--- config.mk ---
export PLATFORM = sky130hd
export DESIGN_NAME = rdar_regs
export DESIGN_NICKNAME = d
export VERILOG_FILES = /design/src/core/rdar_pkg.sv /design/src/core/rdar_regs.sv
export SDC_FILE = /design/constraint.sdc
export NUM_CORES = 1
export LEC_CHECK = 0
export ABC_AREA = 1
export BUFFER_PORTS_ARGS = -buffer_cell sky130_fd_sc_hd__buf_2
export CORE_UTILIZATION = 53
export CTS_CLUSTER_SIZE = 16
export DETAILED_ROUTE_END_ITERATION = 6
export GPL_ROUTABILITY_DRIVEN = 0
export PLACE_DENSITY = 0.81
export REMOVE_ABC_BUFFERS = 1
export SYNTH_ARGS = -nofsm -noshare
export SYNTH_HDL_FRONTEND = slang
export SYNTH_SLANG_ARGS = --single-unit
--- constraint.sdc ---
create_clock -name core_clk -period 2.1 [get_ports core_clk]
set_clock_uncertainty 0.15 [all_clocks]
set_input_delay 0.105 -clock core_clk [delete_from_list [all_inputs] [get_ports core_clk]]
set_output_delay 0.105 -clock core_clk [all_outputs]
set_load 0.05 [all_outputs]
--- src/core/rdar_pkg.sv ---
`default_nettype none

package rdar_pkg;

    // byte offsets on the register bus
    localparam logic [7:0] OFS_DATE   = 8'h00;
    localparam logic [7:0] OFS_ATIME  = 8'h04;
    localparam logic [7:0] OFS_ADATE  = 8'h08;
    localparam logic [7:0] OFS_CTRL   = 8'h0C;
    localparam logic [7:0] OFS_STAT   = 8'h10;
    localparam logic [7:0] OFS_IMASK  = 8'h14;

    // implemented bits of the date, alarm time, alarm date and control registers
    localparam logic [31:0] DATE_IMPL  = 32'hFF1F_3F07;
    localparam logic [31:0] ATIME_IMPL = 32'h3F7F_7F00;
    localparam logic [31:0] ADATE_IMPL = 32'h001F_3F07;
    localparam logic [31:0] CTRL_IMPL  = 32'h0001_CFFF;

    // field positions, shared by date and time words
    localparam int YR_T_LSB  = 28;
    localparam int YR_U_LSB  = 24;
    localparam int HR_T_LSB  = 28;
    localparam int HR_U_LSB  = 24;
    localparam int MIN_T_LSB = 20;
    localparam int MIN_U_LSB = 16;
    localparam int MON_T_BIT = 20;
    localparam int MON_U_LSB = 16;
    localparam int SEC_T_LSB = 12;
    localparam int SEC_U_LSB = 8;
    localparam int DAY_T_LSB = 12;
    localparam int DAY_U_LSB = 8;
    localparam int WDAY_LSB  = 0;

    // control register layout
    localparam int CTL_UNLOCK_BIT = 16;
    localparam int CTL_AEN_BIT    = 15;
    localparam int CTL_CHIME_BIT  = 14;
    localparam int CTL_MASK_LSB   = 8;
    localparam int CTL_RPT_LSB    = 0;

    // status / interrupt bits
    localparam int ST_ALARM_BIT  = 0;
    localparam int ST_LOCKED_BIT = 1;
    localparam int ST_W          = 2;

    localparam logic [31:0] ZERO32   = 32'h0000_0000;
    localparam logic [7:0]  RPT_WRAP = 8'hFF;
    localparam logic [7:0]  RPT_ZERO = 8'h00;

    typedef enum logic [3:0] {
        AM_HALF_SEC = 4'h0,
        AM_SEC      = 4'h1,
        AM_TEN_SEC  = 4'h2,
        AM_MINUTE   = 4'h3,
        AM_TEN_MIN  = 4'h4,
        AM_HOUR     = 4'h5,
        AM_DAY      = 4'h6,
        AM_WEEK     = 4'h7,
        AM_MONTH    = 4'h8,
        AM_YEAR     = 4'h9
    } rdar_alarm_field_mask_t;

    typedef struct packed {
        logic        aen;
        logic        chime;
        logic [3:0]  alarm_field_mask;
        logic [7:0]  rpt;
        logic        unlock;
    } rdar_ctrl_t;

    typedef struct packed {
        logic [31:0]     date;
        logic [31:0]     atime;
        logic [31:0]     adate;
        rdar_ctrl_t      ctrl;
        logic [ST_W-1:0] stat;
        logic [ST_W-1:0] imask;
        logic            ack;
        logic [31:0]     dat;
        logic            irq;
        logic            pulse;
        logic            event_hit;
    } rdar_state_t;

endpackage : rdar_pkg

`default_nettype wire

--- src/core/rdar_regs.sv ---
// Added by the designer: register access over Wishbone and the register offsets.
`timescale 1ns/1ns
`default_nettype none

module rdar_regs
    import rdar_pkg::*;
#(
    parameter int ADDR_W = 8
)(
    input  wire logic               core_clk,
    input  wire logic               rstn,
    input  wire logic [ADDR_W-1:0]  wb_adr_i,
    input  wire logic [31:0]        wb_dat_i,
    input  wire logic [3:0]         wb_sel_i,
    input  wire logic               wb_we_i,
    input  wire logic               wb_cyc_i,
    input  wire logic               wb_stb_i,
    output logic [31:0]             wb_dat_o,
    output logic                    wb_ack_o,
    input  wire logic [31:0]        cur_time,
    input  wire logic               half_sec_tick,
    input  wire logic               sec_tick,
    input  wire logic               date_load,
    input  wire logic [31:0]        date_load_val,
    output logic [31:0]             date_value,
    output logic                    alarm_enable_bit,
    output logic                    alarm_event,
    output logic                    alarm_pulse,
    output logic                    irq
);

    if (ADDR_W < 5 || ADDR_W > 32)
    begin : g_bad_addr
        $error("rdar_regs: ADDR_W must lie in 5..32");
    end

    rdar_state_t s_q;
    rdar_state_t s_d;

    // byte-lane merge, keeping unimplemented bits at zero
    function automatic logic [31:0] lane_merge(
        input logic [31:0] old_v,
        input logic [31:0] new_v,
        input logic [3:0]  sel,
        input logic [31:0] impl
    );
        logic [31:0] r;
        r = old_v;
        for (int i = 0; i < 4; i++)
        begin
            if (sel[i])
            begin
                r[i*8 +: 8] = new_v[i*8 +: 8];
            end
        end
        return r & impl;
    endfunction : lane_merge

    // compare a field window of two words
    function automatic logic fld_eq(
        input logic [31:0] a,
        input logic [31:0] b,
        input logic [31:0] m
    );
        return (a & m) == (b & m);
    endfunction : fld_eq

    logic [ADDR_W-1:0] adr_lo;
    logic              req;
    logic              wr;
    logic [7:0]        ofs;
    logic [31:0]       sec_m;
    logic [31:0]       secu_m;
    logic [31:0]       min_m;
    logic [31:0]       minu_m;
    logic [31:0]       hr_m;
    logic [31:0]       day_m;
    logic [31:0]       wday_m;
    logic [31:0]       mon_m;
    logic              t_sec;
    logic              t_secu;
    logic              t_min;
    logic              t_minu;
    logic              t_hr;
    logic              d_day;
    logic              d_wday;
    logic              d_mon;
    logic              match;
    logic              fire;
    logic [31:0]       ctrl_word;
    logic [31:0]       rd_word;
    rdar_alarm_field_mask_t       am;

    always_comb
    begin
        adr_lo = wb_adr_i;
        ofs    = 8'(adr_lo);
        req    = wb_cyc_i && wb_stb_i && !s_q.ack;
        wr     = req && wb_we_i;

        // field windows of the alarm compare words
        secu_m = 32'h0000_000F << SEC_U_LSB;
        sec_m  = secu_m | (32'h0000_0007 << SEC_T_LSB);
        minu_m = 32'h0000_000F << MIN_U_LSB;
        min_m  = minu_m | (32'h0000_0007 << MIN_T_LSB);
        hr_m   = (32'h0000_000F << HR_U_LSB)
               | (32'h0000_0003 << HR_T_LSB);
        day_m  = (32'h0000_000F << DAY_U_LSB)
               | (32'h0000_0003 << DAY_T_LSB);
        wday_m = 32'h0000_0007 << WDAY_LSB;
        mon_m  = (32'h0000_000F << MON_U_LSB)
               | (32'h0000_0001 << MON_T_BIT);

        t_secu = fld_eq(cur_time, s_q.atime, secu_m);
        t_sec  = fld_eq(cur_time, s_q.atime, sec_m);
        t_minu = fld_eq(cur_time, s_q.atime, minu_m);
        t_min  = fld_eq(cur_time, s_q.atime, min_m);
        t_hr   = fld_eq(cur_time, s_q.atime, hr_m);
        d_day  = fld_eq(s_q.date, s_q.adate, day_m);
        d_wday = fld_eq(s_q.date, s_q.adate, wday_m);
        d_mon  = fld_eq(s_q.date, s_q.adate, mon_m);

        // from the ten-second code on, each coarser code adds the next field, but month compares the day in place of the weekday; reserved codes never fire
        am    = rdar_alarm_field_mask_t'(s_q.ctrl.alarm_field_mask);
        match = 1'b0;
        unique case (am)
            AM_HALF_SEC: match = half_sec_tick;
            AM_SEC:      match = sec_tick;
            AM_TEN_SEC:  match = sec_tick && t_secu;
            AM_MINUTE:   match = sec_tick && t_sec;
            AM_TEN_MIN:  match = sec_tick && t_sec && t_minu;
            AM_HOUR:     match = sec_tick && t_sec && t_min;
            AM_DAY:      match = sec_tick && t_sec && t_min && t_hr;
            AM_WEEK:     match = sec_tick && t_sec && t_min && t_hr && d_wday;
            AM_MONTH:    match = sec_tick && t_sec && t_min && t_hr && d_day;
            AM_YEAR:     match = sec_tick && t_sec && t_min && t_hr && d_day && d_mon;
            default:     match = 1'b0;
        endcase
        fire = s_q.ctrl.aen && match;

        ctrl_word = ZERO32;
        ctrl_word[CTL_UNLOCK_BIT]            = s_q.ctrl.unlock;
        ctrl_word[CTL_AEN_BIT]               = s_q.ctrl.aen;
        ctrl_word[CTL_CHIME_BIT]             = s_q.ctrl.chime;
        ctrl_word[CTL_MASK_LSB +: 4]         = s_q.ctrl.alarm_field_mask;
        ctrl_word[CTL_RPT_LSB +: 8]          = s_q.ctrl.rpt;

        // registers are stored masked, so unused bits read zero
        unique case (ofs)
            OFS_DATE:  rd_word = s_q.date  & DATE_IMPL;
            OFS_ATIME: rd_word = s_q.atime & ATIME_IMPL;
            OFS_ADATE: rd_word = s_q.adate & ADATE_IMPL;
            OFS_CTRL:  rd_word = ctrl_word;
            OFS_STAT:  rd_word = {{(32-ST_W){1'b0}}, s_q.stat};
            OFS_IMASK: rd_word = {{(32-ST_W){1'b0}}, s_q.imask};
            default:   rd_word = ZERO32;
        endcase
        if (adr_lo != ADDR_W'(ofs))
        begin
            rd_word = ZERO32;
        end

        s_d           = s_q;
        s_d.ack       = req;
        s_d.dat       = req ? rd_word : ZERO32;
        s_d.event_hit = fire;

        // calendar rollover from the counter chain outside
        if (date_load)
        begin
            s_d.date = date_load_val & DATE_IMPL;
        end

        // alarm sequencing; a bus write below overrides it
        if (fire)
        begin
            s_d.pulse = !s_q.pulse;
            if (s_q.ctrl.rpt == RPT_ZERO)
            begin
                if (s_q.ctrl.chime)
                begin
                    s_d.ctrl.rpt = RPT_WRAP;
                end
                else
                begin
                    s_d.ctrl.aen = 1'b0;
                end
            end
            else
            begin
                s_d.ctrl.rpt = s_q.ctrl.rpt - 8'h01;
            end
        end

        if (wr && adr_lo == ADDR_W'(ofs))
        begin
            unique case (ofs)
                OFS_DATE:
                begin
                    if (s_q.ctrl.unlock)
                    begin
                        s_d.date = lane_merge(s_q.date, wb_dat_i,
                                              wb_sel_i, DATE_IMPL);
                    end
                end
                OFS_ATIME:
                begin
                    s_d.atime = lane_merge(s_q.atime, wb_dat_i,
                                           wb_sel_i, ATIME_IMPL);
                end
                OFS_ADATE:
                begin
                    s_d.adate = lane_merge(s_q.adate, wb_dat_i,
                                           wb_sel_i, ADATE_IMPL);
                end
                OFS_CTRL:
                begin
                    if (wb_sel_i[0])
                    begin
                        s_d.ctrl.rpt = wb_dat_i[CTL_RPT_LSB +: 8];
                    end
                    if (wb_sel_i[1])
                    begin
                        s_d.ctrl.alarm_field_mask = wb_dat_i[CTL_MASK_LSB +: 4];
                        s_d.ctrl.chime = wb_dat_i[CTL_CHIME_BIT];
                        s_d.ctrl.aen   = wb_dat_i[CTL_AEN_BIT];
                    end
                    if (wb_sel_i[2])
                    begin
                        s_d.ctrl.unlock = wb_dat_i[CTL_UNLOCK_BIT];
                    end
                end
                OFS_IMASK:
                begin
                    if (wb_sel_i[0])
                    begin
                        s_d.imask = wb_dat_i[ST_W-1:0];
                    end
                end
                default:
                begin
                end
            endcase
        end

        // write-one-to-clear, then events set; a same-cycle set survives
        if (wr && ofs == OFS_STAT && adr_lo == ADDR_W'(ofs) && wb_sel_i[0])
        begin
            s_d.stat = s_q.stat & ~wb_dat_i[ST_W-1:0];
        end
        if (fire)
        begin
            s_d.stat[ST_ALARM_BIT] = 1'b1;
        end
        if (wr && ofs == OFS_DATE && adr_lo == ADDR_W'(ofs) && !s_q.ctrl.unlock)
        begin
            s_d.stat[ST_LOCKED_BIT] = 1'b1;
        end

        s_d.irq = |(s_d.stat & s_d.imask);
    end

    // power-on contents are undefined in silicon; zero keeps sim clean
    always_ff @(posedge core_clk or negedge rstn)
    begin
        if (!rstn)
        begin
            s_q <= '0;
        end
        else
        begin
            s_q <= s_d;
        end
    end

    assign wb_dat_o         = s_q.dat;
    assign wb_ack_o         = s_q.ack;
    assign date_value       = s_q.date;
    assign alarm_enable_bit = s_q.ctrl.aen;
    assign alarm_event      = s_q.event_hit;
    assign alarm_pulse      = s_q.pulse;
    assign irq              = s_q.irq;

endmodule : rdar_regs

`default_nettype wire

# [Word-level counts from Yosys, hierarchy flattened]
# Cells that the tools add are included.
[classes] mux=35 n_addsub=1 n_bitwise=3 reduce_logical=31 n_eq_ne=26
[ops] op="one-hot mux 32 bit (6 select lines)" n=1
[ops] op="two-way mux 32 bit" n=4
[ops] op="two-way mux 111 bit" n=1
[ops] op="two-way mux 8 bit" n=5
[ops] op="two-way mux 30 bit" n=1
[ops] op="two-way mux 6 bit" n=4
[ops] op="AND reduction 3 bit" n=8
[ops] op="two-way mux 21 bit" n=1
[ops] op="equality test 4 x 3 -> 1 bit (second input constant)" n=4
[ops] op="equality test 8 x 4 -> 1 bit (second input constant)" n=2
[ops] op="equality test 8 x 5 -> 1 bit (second input constant)" n=2
[ops] op="logical AND 1 bit" n=16
[ops] op="zero test 8 bit" n=2
[ops] op="!= test 4 bit (second input constant)" n=4
[ops] op="two-way mux 15 bit" n=1
[ops] op="equality test 7 bit" n=2
[ops] op="two-way mux 7 bit" n=2
[ops] op="equality test 6 bit" n=2
[ops] op="two-way mux 5 bit" n=2
[ops] op="one-hot mux 1 bit (10 select lines)" n=1
[ops] op="equality test 4 x 2 -> 1 bit (second input constant)" n=2
[ops] op="equality test 4 bit" n=2
[ops] op="equality test 4 bit (second input constant)" n=2
[ops] op="equality test 8 x 3 -> 1 bit (second input constant)" n=1
[ops] op="other kinds (12)" n=24
[totals] output_inout_bits=69 input_bits=116 register_bits=121 elab_cells=119

# [Logic depth before layout (Yosys ltp)]
[logic_depth] depth_word=12 depth_mapped=15 mapped_depth_nobuf=15

# [Least setup slack after synthesis]
# Ideal clock, no wire load.
[synth_timing] path_type="register to register" from="register s_q (netlist bit wb_ack_o)" to="register s_q (netlist bit ctrl_word[3])" t_arrival_ps=1662 setup_slack_ps=175 stages_incl_launch_ff=10 required_time_ps=1837 path_buffers=0 synth_period_minus_slack_ps=1925 setup_time_ps=113 path_cell_list="dfrtp_1 > nor2_4 > nand2_2 > nor2_2 > inv_2 > nor2_4 > inv_2 > or2_0 > nand2_1 > inv_1"
[synth_lines] item="from (decl)" line_no="rdar_regs.sv:37" rtl="rdar_state_t s_q;"
[synth_lines] item="from (signal assigned)" line_no="rdar_regs.sv:268" rtl="s_q <= '0;"
[synth_lines] item="from (signal assigned)" line_no="rdar_regs.sv:272" rtl="s_q <= s_d;"

==> summary.log <==
[placement] Post-DP HPWL 12120 microns
[routing] post-detailed-route DRC marker count 0
[worst_setup_path] startpoint kind of the worst setup timing path register
[worst_setup_path] startpoint-to-endpoint class of the critical path reg -> reg
[sta] max_slew headroom 58.25%
[sta] final period utilization 97.69%
[yosys] most common cell in the synthesized netlist sky130_fd_sc_hd__nand2_1
[grt] global-route usage over all layers 29.74%
[yosys] dominant combinational cell family by area after synthesis simple AND/OR/NAND/NOR gates
[power_and_ir_drop] clock network fraction of total power 49.4%
[power_and_ir_drop] switch share 25.04%
[placement] I/O Buffers 160
[worst_setup_path] Max stage delay cell, worst path sky130_fd_sc_hd__dfrtp_1
[power_and_ir_drop] power density cells 720.8 nW/um^2
[worst_setup_path] CP max FO 4
[power_and_ir_drop] Psw 0.001560 W
[floorplan] Die Area 12840 sq um
[sta] Fmax 487.5 MHz
[worst_hold_path] classification of the worst-slack hold path in -> async
[yosys] Synth Area in Simple Gates 24.19%
[yosys] count of state elements after synthesis 120
[clock_tree] Clk Latency, worst-skew pair 410 ps
[power_and_ir_drop] Comb power frac 11.7%
[yosys] Synth Instances 827
[floorplan] die height 113.3 microns
[yosys] ranking of synthesized cells by area sky130_fd_sc_hd__dfrtp_1 46%, sky130_fd_sc_hd__nand2_1 11%, sky130_fd_sc_hd__buf_4 7.4%
[worst_setup_path] CP required 2250 ps
[routing] mean number of vias per cell 5.194
[worst_setup_path] start of the worst register-to-register path ctrl_word[0]$_DFF_PN0_
[yosys] fraction of post-synthesis cell area in the top cell type by area 45.71%
[placement] Inst Count DP 1093
[grt] grt ovf 0
[grt] number of antenna violations at the first check in global routing 0
[worst_setup_path] cells traversed along the worst timing path inv_2 -> ha_4 -> inv_1 -> nor2_2 -> nand4_1 -> nor2_2 -> inv_2 -> buf_4 -> nand2_1 -> nand2_1 -> nand3_1 -> nand3_1 -> nand2_1 -> inv_1
[routing] 1st-pass router iterations 5
[worst_setup_path] worst stage delay on the critical path 400 ps
[worst_setup_path] Worst Path Arrival 2200 ps
[power_and_ir_drop] Leakage 4.365 nW
[floorplan] number of top-level pins 185
[worst_setup_path] CP most frequent cell sky130_fd_sc_hd__nand2_1
[clock_tree] clock sink total 120
[floorplan] initial core utilization 54.46%
[sta] smallest setup slack after layout 48.57 ps
[floorplan] horizontal die dimension 113.3 microns
[yosys] synthesized-area fraction occupied by ao, oa, aoi and oai cells 11.01%
[yosys] most instantiated flip-flop cell in the synthesis netlist sky130_fd_sc_hd__dfrtp_1
[routing] Post-DRT Antenna Nets 0
[yosys] number of enable flip-flop cells after synthesis 0
[clock_tree] Worst-path clk slew 60 ps
[finish] NumNets Final 1135
[placement] worst slack at placement 55.69 ps
[yosys] fraction of synthesized area in multiplexers 0.3429%
[grt] vias in the first global route 5898
[sta] Finish-stage setup viols 0
[floorplan] count of standard-cell rows 40
[yosys] Yosys cell types 41
[worst_setup_path] logic depth of the worst register-to-register path 14
[sta] fin crit period 2051 ps
[yosys] share of the yosys chip area belonging to registers 45.71%
[yosys] mean area per synthesized cell 7.943 sq um
[yosys] XOR/XNOR Fraction of Synth Area 2.933%
[power_and_ir_drop] post-route total power 0.006228 W
[power_and_ir_drop] internal power summed over all cells 0.004668 W
[sta] transition time of the tightest slew-check pin 625.6 ps
[power_and_ir_drop] Reg power frac 38.9%
[clock_tree] total CTS buffers 17
[finish] antenna diode count 0
[grt] maximum number of pins on one net before global-route repair 63
[routing] routed len/inst 15.60 microns
[outcome] run status finished clean
[finish] fill count 897
[finish] layout cell share with drive strength beyond 1 28.23%
[clock_tree] Clock Path Buffers 2
[routing] first-iteration detailed-routing DRC count 473
[power_and_ir_drop] maximum resistive drop on vdd 0.5412 mV
[yosys] YS warnings 0
[yosys] top cells by count, synth 191 x sky130_fd_sc_hd__nand2_1, 120 x sky130_fd_sc_hd__dfrtp_1, 97 x sky130_fd_sc_hd__inv_1
[sta] worst hold-check slack 28.32 ps
[sta] Hold Fails Final Rpt 0
[yosys] Yosys top cell by area sky130_fd_sc_hd__dfrtp_1
[run] MaxCap Viol Count 0
[yosys] synthesized-area fraction occupied by adder cells 0.1905%
[finish] Syn-to-layout area delta 31.54%
[worst_setup_path] worst flop-to-flop path endpoint ctrl_word[4]$_DFF_PN0_
[clock_tree] Clock Root Buffer sky130_fd_sc_hd__clkbuf_16
[clock_tree] CTS tree built
[yosys] proportion of register bits with asynchronous set or reset after synthesis 100.0%
[sta] Slew Viols, Final 0
[routing] wire length after detailed routing 18710 microns
[routing] vias after detailed routing 6228
[floorplan] Placeable Area 12060 sq um
[finish] final cell count without fillers 1199
[grt] global-route wire length before repair 29210 microns
[clock_tree] H-tree lvl count 4
[yosys] Post-Synthesis Cell Area 6569 sq um
[worst_setup_path] critical path endpoint category register
[worst_setup_path] flop2flop setup slack 50 ps
==> worst max-delay path by stage <==
stage	start	endpoint	slack [ps]	cells after the start
after detailed placement	wb_adr_i[1]	date_value[19]$_DFFE_PN0P_	60	12
after global routing	ctrl_word[0]$_DFF_PN0_	ctrl_word[4]$_DFF_PN0_	-70	14
after global placement	wb_adr_i[1]	date_value[17]$_DFFE_PN0P_	110	12
after floorplan	wb_ack_o$_DFF_PN0_	date_value[24]$_DFFE_PN0P_	-20	9
after CTS	ctrl_word[1]$_DFF_PN0_	ctrl_word[2]$_DFF_PN0_	30	13
final	ctrl_word[0]$_DFF_PN0_	ctrl_word[4]$_DFF_PN0_	50	14
==> final cells by class <==
type | instances | area, sq um | share of cell area [%]
inverters | 109 | 409.1 | 4.735
repair buffers | 258 | 1719 | 19.90
multi-input cells | 512 | 2664 | 30.83
clock inverters | 9 | 137.6 | 1.593
well taps | 168 | 210.2 | 2.433
flip-flops and latches | 120 | 3003 | 34.75
clock buffers | 23 | 498.0 | 5.763
==> power groups by stage <==
| stage | sequential, W | clock, W | combinational (W) |
|---|---|---|---|
| after floorplan | 0.00260 | 0 | 0.000191 |
| after global placement | 0.00246 | 0 | 0.000592 |
| after detailed placement | 0.00246 | 0 | 0.000601 |
| after CTS | 0.00242 | 0.00310 | 0.000696 |
| after global routing | 0.00243 | 0.00321 | 0.000786 |
| final | 0.00243 | 0.00307 | 0.000728 |
==> logic make-up after synthesis <==
| logic type | Yosys count |
|---|---|
| AND/OR/NAND/NOR | 361 |
| multiplexers | 2 |
| flip-flops | 120 |
| AO/OA/AOI/OAI | 124 |
| other | 1 |
| buffers and inverters | 196 |
| adder cells (fa/ha/maj) | 1 |
| XOR/XNOR | 22 |
==> cells in the final DEF (no fill, tap or decap), types with 14 or more instances in the layout <==
cell type	synthesis	layout
sky130_fd_sc_hd__nor2_1	70	60
sky130_fd_sc_hd__inv_2	12	15
sky130_fd_sc_hd__a21oi_1	15	15
sky130_fd_sc_hd__clkbuf_16	0	17
sky130_fd_sc_hd__nor3_1	14	14
sky130_fd_sc_hd__inv_1	97	94
sky130_fd_sc_hd__buf_4	65	35
sky130_fd_sc_hd__buf_2	10	159
sky130_fd_sc_hd__nand2_1	191	184
sky130_fd_sc_hd__o21ai_0	60	58
sky130_fd_sc_hd__dfrtp_1	120	120
sky130_fd_sc_hd__dlygate4sd3_1	0	62
sky130_fd_sc_hd__nand3_1	55	52
==> flip-flops by register name, indices dropped and copies added (netlist names) <==
register          flops
s_q                  38
date_value           32
wb_dat_o             31
ctrl_word            10
am                    4
alarm_enable_bit      1
alarm_event           1
alarm_pulse           1
irq                   1
wb_ack_o              1
==> metal layers <==
metal / vias to the layer above / part of all wire [%] / GRT usage [%]
met5: - / 0 / 0
met3: 44 / 7.3 / 6.160
li1: 2959 / - / -
met2: 314 / 50 / 50.51
met4: 0 / 3.0 / 11.32
met1: 2911 / 40 / 37.45
==> critical path, delay by kind of cell (launching register included) <==
kind          cells  cell delay, ps
buf+inv           5             440
flops             1             400
simple gates      8             840
fa+ha+maj         1             120
==> stage by stage <==
stage	TNS, ps	instance area (sq um)	utilization, %
after floorplan	-148.9	5956	-
after CTS	0	8438	69.96
final	0	8641	71.64
after detailed placement	0	7182	59.54
after global routing	-327.7	8641	71.64
after global placement	0	7182	59.54
==> repair_timing <==
item                       CTS  global route
setup buffers                0            11
hold endpoints to repair   205             0
gates resized for setup      0            35
setup endpoints to repair    0            11
hold buffers                62             0
No activity file was read; power rests on OpenSTA's default activity.
